[config.mk]
export PLATFORM = sky130hd
export DESIGN_NAME = rmp_top
export DESIGN_NICKNAME = d
export VERILOG_FILES = /design/src/rmp_pkg.sv /design/src/rmp_log2.sv /design/src/rmp_div.sv /design/src/rmp_top.sv
export VERILOG_INCLUDE_DIRS = /design/src
export SDC_FILE = /design/constraint.sdc
export NUM_CORES = 2
export LEC_CHECK = 0
export CAP_MARGIN = 20
export CORE_ASPECT_RATIO = 0.8
export CORE_MARGIN = 2
export CORE_UTILIZATION = 57
export CTS_CLUSTER_SIZE = 8
export DETAILED_ROUTE_END_ITERATION = 12
export DONT_BUFFER_PORTS = 1
export PLACE_DENSITY_LB_ADDON = 0.2
export SLEW_MARGIN = 30
export SYNTH_ARGS = -nofsm -noshare
export SYNTH_HDL_FRONTEND = slang
export SYNTH_SLANG_ARGS = --single-unit
[constraint.sdc]
create_clock -name CORE_CLK -period 16.15 [get_ports CORE_CLK]
set_clock_uncertainty 0.15 [all_clocks]
set_input_delay 1.615 -clock CORE_CLK [delete_from_list [all_inputs] [get_ports CORE_CLK]]
set_output_delay 1.615 -clock CORE_CLK [all_outputs]
set_load 0.1 [all_outputs]
[src/rmp_regs.svh]
// register map, field positions, reset values and constants of the reading math unit
// assumes 32-bit classic wishbone with byte addresses, readings as signed 32-bit counts
`ifndef RMP_REGS_SVH
`define RMP_REGS_SVH

// register byte offsets
`define RMP_ADR_CTRL      8'h00
`define RMP_ADR_STATUS    8'h04
`define RMP_ADR_OFFSET    8'h08
`define RMP_ADR_DBREL     8'h0c
`define RMP_ADR_REFRES    8'h10
`define RMP_ADR_UPPER     8'h14
`define RMP_ADR_LOWER     8'h18
`define RMP_ADR_MIN       8'h1c
`define RMP_ADR_MAX       8'h20
`define RMP_ADR_AVG       8'h24
`define RMP_ADR_COUNT     8'h28

// control fields
`define RMP_CTRL_EN_BIT   0
`define RMP_CTRL_OP_LSB   1
`define RMP_CTRL_OP_MSB   3

// reset values
`define RMP_CTRL_RESET    32'h0000_0000
`define RMP_REF_DEFAULT   5'hb
`define RMP_REF_LAST      5'h10

// magnitude limits: 120% of the highest range, and 200.00 dBm in centi-dB
`define RMP_RANGE_LIMIT   32'h4786_8c00
`define RMP_DB_LIMIT      32'h0000_4e20

// dBm arithmetic: 20*log10(2) in centi-dB per log2 unit, and 30 dB - 120 dB for uV to mW
`define RMP_DB_PER_OCT    32'h0000_025a
`define RMP_DBM_SHIFT     32'h0000_2328

// divider iteration count minus one
`define RMP_DIV_LAST      6'h3f

`endif

[src/rmp_pkg.sv]
// types shared by the reading math unit
// assumes rmp_regs.svh supplies the numeric constants
package rmp_pkg;

  // math operations, code order matches the control field
  typedef enum logic [2:0] {OP_NULL, OP_DB, OP_DBM, OP_AVG, OP_LIMIT} rmp_op_e;

  // measurement functions as delivered by the reading source
  typedef enum logic [3:0] {F_DCV, F_ACV, F_DCI, F_ACI, F_OHM2, F_OHM4,
                            F_FREQ, F_PER, F_CONT, F_DIODE, F_RATIO} rmp_func_e;

  // divider sequencing
  typedef enum logic {DIV_IDLE, DIV_RUN} rmp_div_e;

  // one processed reading with its flags
  typedef struct packed {
    logic [31:0] data;
    logic        pass;
    logic        high;
    logic        low;
  } rmp_result_s;

endpackage

[src/rmp_log2.sv]
// combinational base-two logarithm of an unsigned magnitude, 5.8 fixed point
// assumes a nonzero input; zero is treated as one by the caller
`timescale 1ns/1ps
`include "rmp_regs.svh"

module rmp_log2 (
  input  wire logic [31:0] mag,     // unsigned magnitude
  output logic      [12:0] log_q8   // integer part in [12:8], fraction in [7:0]
);
  logic [4:0]  msb;
  logic [31:0] norm;

  // leading one search, fraction taken linearly from the bits below it
  always_comb begin
    msb = 5'h00;
    for (int i = 0; i < 32; i++) begin
      if (mag[i]) begin
        msb = 5'(i);
      end
    end
    norm   = mag << (5'h1f - msb);
    log_q8 = {msb, norm[30:23]};
  end
endmodule

[src/rmp_div.sv]
// sequential unsigned divider for the running average, one bit per clock
// assumes start is a one-cycle pulse; a new start abandons a division in progress
`timescale 1ns/1ps
`include "rmp_regs.svh"

module rmp_div
  import rmp_pkg::*;
(
  input  wire logic        clk,       // system clock
  input  wire logic        rst,       // synchronous reset, active high
  input  wire logic        start,     // begin a division
  input  wire logic [63:0] dividend,  // unsigned sum
  input  wire logic [31:0] divisor,   // nonzero count
  output logic             done,      // quotient valid, one cycle
  output logic      [31:0] quotient   // low word of the quotient
);
  rmp_div_e    state;
  logic [5:0]  step;
  logic [32:0] rem;
  logic [63:0] quo;
  logic [32:0] trial;

  assign trial    = {rem[31:0], quo[63]};
  assign quotient = quo[31:0];

  // restoring division, 64 steps
  always_ff @(posedge clk) begin
    if (rst) begin
      state <= DIV_IDLE;
      step  <= 6'h00;
      rem   <= 33'h0;
      quo   <= 64'h0;
      done  <= 1'b0;
    end else begin
      done <= 1'b0;
      case (state)
        DIV_IDLE: begin
          if (start) begin
            rem   <= 33'h0;
            quo   <= dividend;
            step  <= 6'h00;
            state <= DIV_RUN;
          end
        end
        DIV_RUN: begin
          if (trial >= {1'b0, divisor}) begin
            rem <= trial - {1'b0, divisor};
            quo <= {quo[62:0], 1'b1};
          end else begin
            rem <= trial;
            quo <= {quo[62:0], 1'b0};
          end
          step <= step + 6'h01;
          if (start) begin
            rem  <= 33'h0;
            quo  <= dividend;
            step <= 6'h00;
          end else if (step == `RMP_DIV_LAST) begin
            done  <= 1'b1;
            state <= DIV_IDLE;
          end
        end
        default: state <= DIV_IDLE;
      endcase
    end
  end
endmodule

[src/rmp_top.sv]
// reading math post-processor: null, dB, dBm, min-max statistics, limit test
// assumes readings and function code come from logic on CORE_CLK, host on wishbone
//
// Behaviour
// - five operations, only one active; a new selection replaces the old one.
// - active operation ends on disable, function change, or reset.
// - null/min-max/limit/dB/dBm each allowed only with listed measurement functions.
// - selecting an operation not allowed with present function turns math off.
// - active valid operation replaced by invalid one raises settings-conflict error.
// - host picks operation, then enables; selection defaults to null.
// - first min-max reading loads min and max; later extremes replace them.
// - min-max counts readings and keeps average; all four readable.
// - pulse a new-extreme indication whenever min or max is updated after the first reading.
// - min-max values cleared on min-max turn-on and on reset.
// - null result is reading minus stored null value.
// - null value clamped to 120% of top range; cleared on reset/function change.
// - unwritten null value captured from first reading, giving zero result.
// - dB result is reading in dBm minus stored relative dBm value.
// - unwritten dB relative captured from first reading; resistance change leaves it.
// - dBm result is 10*log10(reading squared / resistance / 1 mW).
// - reference resistance one of 17 values, default 600, kept through reset.
// - limits clamped to 120% of top range, zero on reset/function change.
// - limit mode classifies each reading as pass, high or low.
// - service request on first failure; one beep on failure after a pass.
`timescale 1ns/1ps
`include "rmp_regs.svh"

module rmp_top
  import rmp_pkg::*;
(
  input  wire logic        CORE_CLK,      // system clock, 125 MHz
  input  wire logic        RST,           // synchronous reset, active high
  input  wire logic        WB_CYC_I,      // wishbone cycle
  input  wire logic        WB_STB_I,      // wishbone strobe
  input  wire logic        WB_WE_I,       // wishbone write enable
  input  wire logic [7:0]  WB_ADR_I,      // wishbone byte address
  input  wire logic [3:0]  WB_SEL_I,      // wishbone byte lanes
  input  wire logic [31:0] WB_DAT_I,      // wishbone write data
  output logic      [31:0] WB_DAT_O,      // wishbone read data
  output logic             WB_ACK_O,      // wishbone acknowledge
  input  wire logic [3:0]  FUNC_SEL,      // present measurement function
  input  wire logic        READING_VALID, // reading strobe
  input  wire logic [31:0] READING_DATA,  // signed reading
  output logic             RESULT_VALID,  // processed reading strobe
  output rmp_result_s      RESULT,        // processed reading and limit flags
  output logic             NEW_EXTREME,   // new minimum or maximum, pulse
  output logic             LIMIT_BEEP,    // failure after a pass, pulse
  output logic             LIMIT_SRQ,     // first failure since enable, pulse
  output logic             SET_CONFLICT   // settings conflict error, pulse
);

  // allowed operation / function pairs
  function automatic logic op_ok(rmp_op_e op, rmp_func_e f);
    logic volts;
    logic exotic;
    volts  = (f == F_DCV) || (f == F_ACV);
    exotic = (f == F_CONT) || (f == F_DIODE) || (f > F_RATIO);
    case (op)
      OP_NULL:         op_ok = !exotic && (f != F_RATIO);
      OP_AVG, OP_LIMIT: op_ok = !exotic;
      OP_DB, OP_DBM:   op_ok = volts;
      default:         op_ok = 1'b0;
    endcase
  endfunction

  // clamp a signed value to +-lim
  function automatic logic [31:0] clamp(logic [31:0] v, logic [31:0] lim);
    if (!v[31] && (v > lim)) begin
      clamp = lim;
    end else if (v[31] && ((32'h0 - v) > lim)) begin
      clamp = 32'h0 - lim;
    end else begin
      clamp = v;
    end
  endfunction

  // byte lane merge for writes
  function automatic logic [31:0] merge(logic [31:0] old, logic [31:0] wd,
                                        logic [3:0] sel);
    for (int b = 0; b < 4; b++) begin
      merge[b*8 +: 8] = sel[b] ? wd[b*8 +: 8] : old[b*8 +: 8];
    end
  endfunction

  // 10*log10 of the reference resistance in centi-dB
  function automatic logic [31:0] ref_cdb(logic [4:0] idx);
    case (idx)
      5'h00: ref_cdb = 32'h6a3;
      5'h01: ref_cdb = 32'h753;
      5'h02: ref_cdb = 32'h7b0;
      5'h03: ref_cdb = 32'h7f9;
      5'h04: ref_cdb = 32'h82d;
      5'h05: ref_cdb = 32'h831;
      5'h06: ref_cdb = 32'h852;
      5'h07: ref_cdb = 32'h880;
      5'h08: ref_cdb = 32'h95e;
      5'h09: ref_cdb = 32'h9ad;
      5'h0a: ref_cdb = 32'ha8b;
      5'h0b: ref_cdb = 32'hada;
      5'h0c: ref_cdb = 32'hb57;
      5'h0d: ref_cdb = 32'hb8a;
      5'h0e: ref_cdb = 32'hbb8;
      5'h0f: ref_cdb = 32'hc07;
      default: ref_cdb = 32'hf3f;
    endcase
  endfunction

  logic        math_enable;
  rmp_op_e     math_op_select;
  rmp_func_e   func_q;
  logic        func_chg;
  logic        wr;
  logic        rd_hit;
  logic [31:0] ctrl_wd;
  rmp_op_e     new_op;
  logic        activate;
  logic        deactivate;
  logic [4:0]  reference_resistance_select = `RMP_REF_DEFAULT; // kept through reset
  logic [31:0] offset_value;
  logic        offset_written;
  logic        offset_first;
  logic [31:0] db_relative;
  logic        db_written;
  logic        db_first;
  logic [31:0] upper_bound;
  logic [31:0] lower_bound;
  logic        s1_valid;
  logic [31:0] s1_data;
  logic [31:0] s1_mag;
  logic [12:0] log_q8;
  logic [31:0] dbm_now;
  logic [31:0] min_val;
  logic [31:0] max_val;
  logic [63:0] sum_val;
  logic [31:0] reading_count_query;
  logic [31:0] avg_val;
  logic        mm_first;
  logic        div_start;
  logic        div_done;
  logic [31:0] div_q;
  logic        fail_seen;
  logic        prev_pass;
  logic        use_op;
  logic        is_high;
  logic        is_low;

  assign func_chg = (rmp_func_e'(FUNC_SEL) != func_q);
  assign wr       = WB_CYC_I && WB_STB_I && !WB_ACK_O && WB_WE_I;
  assign rd_hit   = WB_CYC_I && WB_STB_I && !WB_ACK_O;
  assign ctrl_wd  = merge({28'h0, math_op_select, math_enable}, WB_DAT_I, WB_SEL_I);
  assign new_op   = rmp_op_e'(ctrl_wd[`RMP_CTRL_OP_MSB:`RMP_CTRL_OP_LSB]);
  // enabling a permitted operation, or replacing the active one
  assign activate = wr && (WB_ADR_I == `RMP_ADR_CTRL) && !func_chg &&
                    ctrl_wd[`RMP_CTRL_EN_BIT] && op_ok(new_op, func_q) &&
                    (!math_enable || (new_op != math_op_select));
  assign deactivate = func_chg;
  assign use_op   = math_enable && !func_chg;
  assign is_high  = $signed(s1_data) > $signed(upper_bound);
  assign is_low   = $signed(s1_data) < $signed(lower_bound);

  // wishbone slave: one wait state, unmapped reads return zero
  always_ff @(posedge CORE_CLK) begin
    if (RST) begin
      WB_ACK_O <= 1'b0;
      WB_DAT_O <= 32'h0;
    end else begin
      WB_ACK_O <= rd_hit;
      case (WB_ADR_I)
        `RMP_ADR_CTRL:   WB_DAT_O <= {28'h0, math_op_select, math_enable};
        `RMP_ADR_STATUS: WB_DAT_O <= {24'h0, mm_first, db_written, offset_written,
                                      func_q, math_enable};
        `RMP_ADR_OFFSET: WB_DAT_O <= offset_value;
        `RMP_ADR_DBREL:  WB_DAT_O <= db_relative;
        `RMP_ADR_REFRES: WB_DAT_O <= {27'h0, reference_resistance_select};
        `RMP_ADR_UPPER:  WB_DAT_O <= upper_bound;
        `RMP_ADR_LOWER:  WB_DAT_O <= lower_bound;
        `RMP_ADR_MIN:    WB_DAT_O <= min_val;
        `RMP_ADR_MAX:    WB_DAT_O <= max_val;
        `RMP_ADR_AVG:    WB_DAT_O <= avg_val;
        `RMP_ADR_COUNT:  WB_DAT_O <= reading_count_query;
        default:         WB_DAT_O <= 32'h0;
      endcase
    end
  end

  // function tracking; a change is flagged in the cycle FUNC_SEL moves, func_q follows one cycle later
  always_ff @(posedge CORE_CLK) begin
    if (RST) begin
      func_q <= F_DCV;
    end else begin
      func_q <= rmp_func_e'(FUNC_SEL);
    end
  end

  // operation select and enable
  always_ff @(posedge CORE_CLK) begin
    if (RST) begin
      math_enable    <= 1'b0;
      math_op_select <= OP_NULL;
      SET_CONFLICT   <= 1'b0;
    end else begin
      SET_CONFLICT <= 1'b0;
      if (deactivate) begin
        math_enable <= 1'b0;
      end else if (wr && (WB_ADR_I == `RMP_ADR_CTRL)) begin
        math_op_select <= new_op;
        // not permitted here: math goes off
        math_enable <= ctrl_wd[`RMP_CTRL_EN_BIT] && op_ok(new_op, func_q);
        if (math_enable && op_ok(math_op_select, func_q) &&
            !op_ok(new_op, func_q)) begin
          SET_CONFLICT <= 1'b1;
        end
      end
    end
  end

  // reference resistance has no reset: it survives reset like nonvolatile state
  always_ff @(posedge CORE_CLK) begin
    if (wr && (WB_ADR_I == `RMP_ADR_REFRES) && (WB_DAT_I[4:0] <= `RMP_REF_LAST)) begin
      reference_resistance_select <= WB_DAT_I[4:0];
    end
  end

  // null value: clear beats host write beats first-reading capture
  always_ff @(posedge CORE_CLK) begin
    if (RST || func_chg) begin
      offset_value   <= 32'h0;
      offset_written <= 1'b0;
      offset_first   <= 1'b0;
    end else if (wr && (WB_ADR_I == `RMP_ADR_OFFSET) && math_enable) begin
      offset_value   <= clamp(merge(offset_value, WB_DAT_I, WB_SEL_I),
                              `RMP_RANGE_LIMIT);
      offset_written <= 1'b1;
      offset_first   <= 1'b0;
    end else if (activate && (new_op == OP_NULL)) begin
      offset_first <= !offset_written;
    end else if (s1_valid && use_op && (math_op_select == OP_NULL) && offset_first) begin
      offset_value <= s1_data;
      offset_first <= 1'b0;
    end
  end

  // dB relative value, same priorities as the null value
  always_ff @(posedge CORE_CLK) begin
    if (RST || func_chg) begin
      db_relative <= 32'h0;
      db_written  <= 1'b0;
      db_first    <= 1'b0;
    end else if (wr && (WB_ADR_I == `RMP_ADR_DBREL) && math_enable) begin
      db_relative <= clamp(merge(db_relative, WB_DAT_I, WB_SEL_I),
                           `RMP_DB_LIMIT);
      db_written  <= 1'b1;
      db_first    <= 1'b0;
    end else if (activate && (new_op == OP_DB)) begin
      db_first <= !db_written;
    end else if (s1_valid && use_op && (math_op_select == OP_DB) && db_first) begin
      db_relative <= dbm_now;
      db_first    <= 1'b0;
    end
  end

  // limits
  always_ff @(posedge CORE_CLK) begin
    if (RST || func_chg) begin
      upper_bound <= 32'h0;
      lower_bound <= 32'h0;
    end else if (wr && (WB_ADR_I == `RMP_ADR_UPPER)) begin
      upper_bound <= clamp(merge(upper_bound, WB_DAT_I, WB_SEL_I), `RMP_RANGE_LIMIT);
    end else if (wr && (WB_ADR_I == `RMP_ADR_LOWER)) begin
      lower_bound <= clamp(merge(lower_bound, WB_DAT_I, WB_SEL_I), `RMP_RANGE_LIMIT);
    end
  end

  // input stage: one reading per strobe, no back-pressure
  always_ff @(posedge CORE_CLK) begin
    if (RST) begin
      s1_valid <= 1'b0;
      s1_data  <= 32'h0;
    end else begin
      s1_valid <= READING_VALID;
      if (READING_VALID) begin
        s1_data <= READING_DATA;
      end
    end
  end

  // dBm from the magnitude; zero is read as one count to keep the log finite
  assign s1_mag = s1_data[31] ? (32'h0 - s1_data) :
                  ((s1_data == 32'h0) ? 32'h1 : s1_data);

  rmp_log2 u_log2 (
    .mag    (s1_mag),
    .log_q8 (log_q8)
  );

  // 20*log10(V) + 30 - 10*log10(R), all in centi-dB
  always_comb begin
    dbm_now = (({19'h0, log_q8} * `RMP_DB_PER_OCT) >> 8) - `RMP_DBM_SHIFT
              - ref_cdb(reference_resistance_select);
  end

  // min-max statistics; turn-on clear wins over a reading in the same cycle
  always_ff @(posedge CORE_CLK) begin
    if (RST) begin
      min_val             <= 32'h0;
      max_val             <= 32'h0;
      sum_val             <= 64'h0;
      reading_count_query <= 32'h0;
      mm_first            <= 1'b0;
      NEW_EXTREME         <= 1'b0;
      div_start           <= 1'b0;
    end else begin
      NEW_EXTREME <= 1'b0;
      div_start   <= 1'b0;
      if (activate && (new_op == OP_AVG)) begin
        min_val             <= 32'h0;
        max_val             <= 32'h0;
        sum_val             <= 64'h0;
        reading_count_query <= 32'h0;
        mm_first            <= 1'b1;
      end else if (s1_valid && use_op && (math_op_select == OP_AVG)) begin
        sum_val             <= sum_val + {{32{s1_data[31]}}, s1_data};
        reading_count_query <= reading_count_query + 32'h1;
        div_start           <= 1'b1;
        mm_first            <= 1'b0;
        if (mm_first) begin
          min_val <= s1_data;
          max_val <= s1_data;
        end else begin
          if ($signed(s1_data) < $signed(min_val)) begin
            min_val <= s1_data;
          end
          if ($signed(s1_data) > $signed(max_val)) begin
            max_val <= s1_data;
          end
          NEW_EXTREME <= ($signed(s1_data) < $signed(min_val)) ||
                         ($signed(s1_data) > $signed(max_val));
        end
      end
    end
  end

  // average lags the count by the divider's run; readers see the last finished one
  rmp_div u_div (
    .clk      (CORE_CLK),
    .rst      (RST),
    .start    (div_start),
    .dividend (sum_val[63] ? (64'h0 - sum_val) : sum_val),
    .divisor  (reading_count_query),
    .done     (div_done),
    .quotient (div_q)
  );

  always_ff @(posedge CORE_CLK) begin
    if (RST || (activate && (new_op == OP_AVG))) begin
      avg_val <= 32'h0;
    end else if (div_done) begin
      avg_val <= sum_val[63] ? (32'h0 - div_q) : div_q;
    end
  end

  // limit alerts: history restarts whenever limit mode is turned on
  always_ff @(posedge CORE_CLK) begin
    if (RST || (activate && (new_op == OP_LIMIT))) begin
      fail_seen  <= 1'b0;
      prev_pass  <= 1'b0;
      LIMIT_BEEP <= 1'b0;
      LIMIT_SRQ  <= 1'b0;
    end else begin
      LIMIT_BEEP <= 1'b0;
      LIMIT_SRQ  <= 1'b0;
      if (s1_valid && use_op && (math_op_select == OP_LIMIT)) begin
        prev_pass <= !(is_high || is_low);
        if (is_high || is_low) begin
          fail_seen  <= 1'b1;
          LIMIT_SRQ  <= !fail_seen;
          LIMIT_BEEP <= prev_pass;
        end
      end
    end
  end

  // result stage: exactly one result for each accepted reading
  always_ff @(posedge CORE_CLK) begin
    if (RST) begin
      RESULT_VALID <= 1'b0;
      RESULT       <= '0;
    end else begin
      RESULT_VALID <= s1_valid;
      if (s1_valid) begin
        RESULT <= '{data: s1_data, pass: 1'b0, high: 1'b0, low: 1'b0};
        if (use_op) begin
          case (math_op_select)
            OP_NULL:  RESULT.data <= offset_first ? 32'h0 :
                                     (s1_data - offset_value);
            OP_DB:    RESULT.data <= db_first ? 32'h0 :
                                     (dbm_now - db_relative);
            OP_DBM:   RESULT.data <= dbm_now;
            OP_LIMIT: begin
              RESULT.high <= is_high;
              RESULT.low  <= is_low && !is_high;
              RESULT.pass <= !(is_high || is_low);
            end
            default:  RESULT.data <= s1_data;
          endcase
        end
      end
    end
  end

endmodule

==> out/qor.txt <==
Clk Latency, worst-skew pair: 0.66 ns
Number of H-tree levels: 3
Final GP Congestion: 1.03
Crit path buffers/inverters: 1
Crit Path Max Fanout: 24
Distinct cells, synth: 103
DIE AREA: 80900 µm²
Critical Path AT: 15.10 ns
Clock transition at path regs: 0.06 ns
Die Y: 255 µm
Fmax: 68.0 MHz
Core Area: 77500 µm²
Crit path kind: flip-flop to flip-flop
Max incr delay on CP: 0.77 ns
Hold-fix buffers, CTS: 0
ANT nets after route: 0
Layout area overhead: 6.47%
Status: finished, final reports clean
Vias in the first global route: 39800
Reg area: 11300 µm²
Synth top area share: 24.9%
Slew margin rel.: 22.5%
Multi-input gate area: 30900 µm²
Syn avg cell area: 7.75 µm²
Final min period: 14.71 ns
Prevailing post-synth register cell: dfxtp_1
Setup TNS: 0 ns
Post-Synth Simple-Gate Area: 18.2%
Total GRT Usage: 37.2%
Clock buffer depth: 3
First-pass GRT wire length: 237000 µm
DP HPWL: 115000 µm
Post-synth ARST share: 0%
CTS sink cnt: 563
Drt total wl: 156000 µm
TritonCTS Buffers: 80
Max-Cap Viols: 0
Antenna violations before repair: 6
Flops & latches, synth: 563
Initial Util: 57.8%
Largest family of logic cells by synthesized area: compound AO/OA/AOI/OAI gates
Yosys Warn Count: 0
# setup viols final: 0
Syn Inst Count: 5786
CP Launch Type: flip-flop
Critical Path Sink Type: flip-flop
Post-synth EDFFs: 5
Adder-Cell Fraction of Synth Area: 11.5%
Cell mode on critical path: ha_1
Hold Violations, Final: 0
Worst-margin pin slew: 1.15 ns
DR vias: 44100
Post-synthesis cell area: 44800 µm²
CP top delay family: compound AO/OA/AOI/OAI gates
Final Cycle Share: 91.1%
Nets: 6088
RSZ-0062 raised after global routing: false
Iter 0 DRT Violations: 5556
CTS tree: built
Grt ovf: 0
CP Data Required Time: 16.54 ns
Largest cells by area after synthesis: dfxtp_1 (25%), ha_1 (10%), nor2_1 (5.0%), a21oi_1 (4.8%), mux2i_1 (4.3%)
DR WL/cell: 23.5 µm
Clock root buffer: clkbuf_16
Remaining DRCs: 0
Slew Limit Fails: 0
IO Pins: 159
Row cnt: 91
Hold Path Cell Cnt: 1
Slowest CP cell: nor4_2
# fillers: 7067
Core Util, Final: 61.6%
Largest net degree at the start of global routing: 138
Vias/cell: 6.63
Post-Syn Nets: 6269
Post-CTS sizing: 0
Seq/Total Area, Yosys: 25.2%
Worst Reg-to-Reg Cells: 48
Share of cells above drive strength 1: 5.59%
Synth area leader: dfxtp_1
Die width: 318 µm
Setup bufs post-CTS: 0
Worst Hold Class: flip-flop to flip-flop
Number of cells on the critical path: 48
Compound-gate portion of the synthesized area: 27.5%
Multiplexer share of the synthesized area: 4.89%
IO buf count: 0
XOR/XNOR share of the synthesized area: 6.43%
Pre-antenna DRT Iters: 12
[cells by family (layout without fill, tap and decap cells)]
| family | count (synthesis) | count (layout) |
|---|---|---|
| mux | 214 | 214 |
| buf+inv | 723 | 556 |
| other cells | 0 | 1 |
| xor+xnor | 329 | 329 |
| compound gates | 1839 | 1839 |
| simple gates | 1720 | 1720 |
| flops | 563 | 563 |
| fa+ha+maj | 398 | 398 |
[worst paths after layout]
check        startpoint  slack [ns]          to
max          s1_data[2]        1.44  RESULT[33]
min           fail_seen        0.28   LIMIT_SRQ
max reg2reg  s1_data[2]        1.44  RESULT[33]
min reg2reg   fail_seen        0.28   LIMIT_SRQ
[area by class of cell]
type                            instances  share of cell area (%)
Multi-Input combinational cell       4500                    64.7
Sequential cell                       563                    23.8
Clock buffer                           89                    4.31
Inverter                              374                    2.94
Tap cell                             1023                    2.68
Timing Repair Buffer                   86                    1.39
Clock inverter                          7                   0.228
Antenna cell                            1                 0.00524
[placed cells by master, fill, tap and decap left out, types with 66 or more instances in the layout]
cell and n:
a211oi_1 240, a21o_1 121, a21oi_1 434, a22oi_1 78
a31oi_1 93, buf_4 84, clkbuf_16 81, dfxtp_1 549
ha_1 371, inv_1 371, mux2i_1 191, nand2_1 414
nand3_1 79, nor2_1 595, nor2b_1 117, nor3_1 118
o21a_1 66, o21ai_0 331, xnor2_1 153, xor2_1 175
[metrics by stage]
step | cells | setup WS (ns) | instance area (µm²) | hold slack (ns)
2_1_floorplan | 5786 | 3.17 | 44800 | 0.243
3_3_place_gp | 6544 | 1.85 | 45500 | 0.252
3_5_place_dp | 6544 | 1.64 | 45500 | 0.281
4_1_cts | 6640 | 1.62 | 47700 | 0.287
5_1_grt | 6642 | 0.329 | 47700 | 0.314
6_report | 6643 | 1.44 | 47700 | 0.282
[flip-flops by register name, indices dropped and copies added, names as in the netlist, 3 cells and up, named ones only]
| register | count |
|---|---|
| WB_DAT_O | 32 |
| upper_bound | 32 |
| reading_count_query | 32 |
| max_val | 32 |
| min_val | 32 |
| sum_val | 64 |
| db_relative | 32 |
| RESULT | 35 |
| lower_bound | 32 |
| func_q | 4 |
| avg_val | 32 |
| u_div.rem | 32 |
| offset_value | 32 |
| reference_resistance_select | 5 |
| u_div.step | 6 |
| u_div.quo | 64 |
| math_op_select | 3 |
| s1_data | 32 |
[worst register-to-register path: cells and delay by family (launching register included)]
kind / cells / cell delay (ns)
AOI/OAI and AO/OA: 24 / 6.62
and+or+nand+nor: 10 / 3.02
adders and majority gates: 8 / 2.74
muxes: 3 / 0.85
DFF: 1 / 0.63
xor gates and xnor gates: 2 / 0.32
buffers and inverters: 1 / 0.30
[cell usage after synthesis (29+ instances only)]
master and count:
or3_1 45, inv_1 371, mux2i_1 192, a21o_1 121, nand2b_1 65, clkbuf_1 305, o31ai_1 66, a31oi_1 94
nand4_1 64, o21bai_1 36, xor2_1 175, nor2b_1 117, or4_1 29, a221oi_1 39, nor3_1 120, and3_1 33
nand2_1 416, o21a_1 66, xnor2_1 154, a21oi_1 434, a211oi_1 242, nor4_1 40, a222oi_1 32, ha_1 371
nor2_1 602, nand3_1 79, a22oi_1 78, o41ai_1 33, dfxtp_1 558, o21ai_0 333
[per-layer routing]
| metal | vias to the layer above | share of wire (%) | wire (µm) | GRT usage (%) |
|---|---|---|---|---|
| met2 | 2238 | 41 | 63400 | 54.7 |
| met3 | 408 | 11 | 16800 | 8.11 |
| li1 | 20700 | - | - | - |
| met1 | 20700 | 44 | 68800 | 52.5 |
| met4 | 2 | 4.5 | 7010 | 15.5 |
| met5 | - | 0.0090 | 14 | 0 |
Power is left out: the tool's default activity adds up to more than one toggle a clock period on the data nets, which glitch-free logic cannot reach.
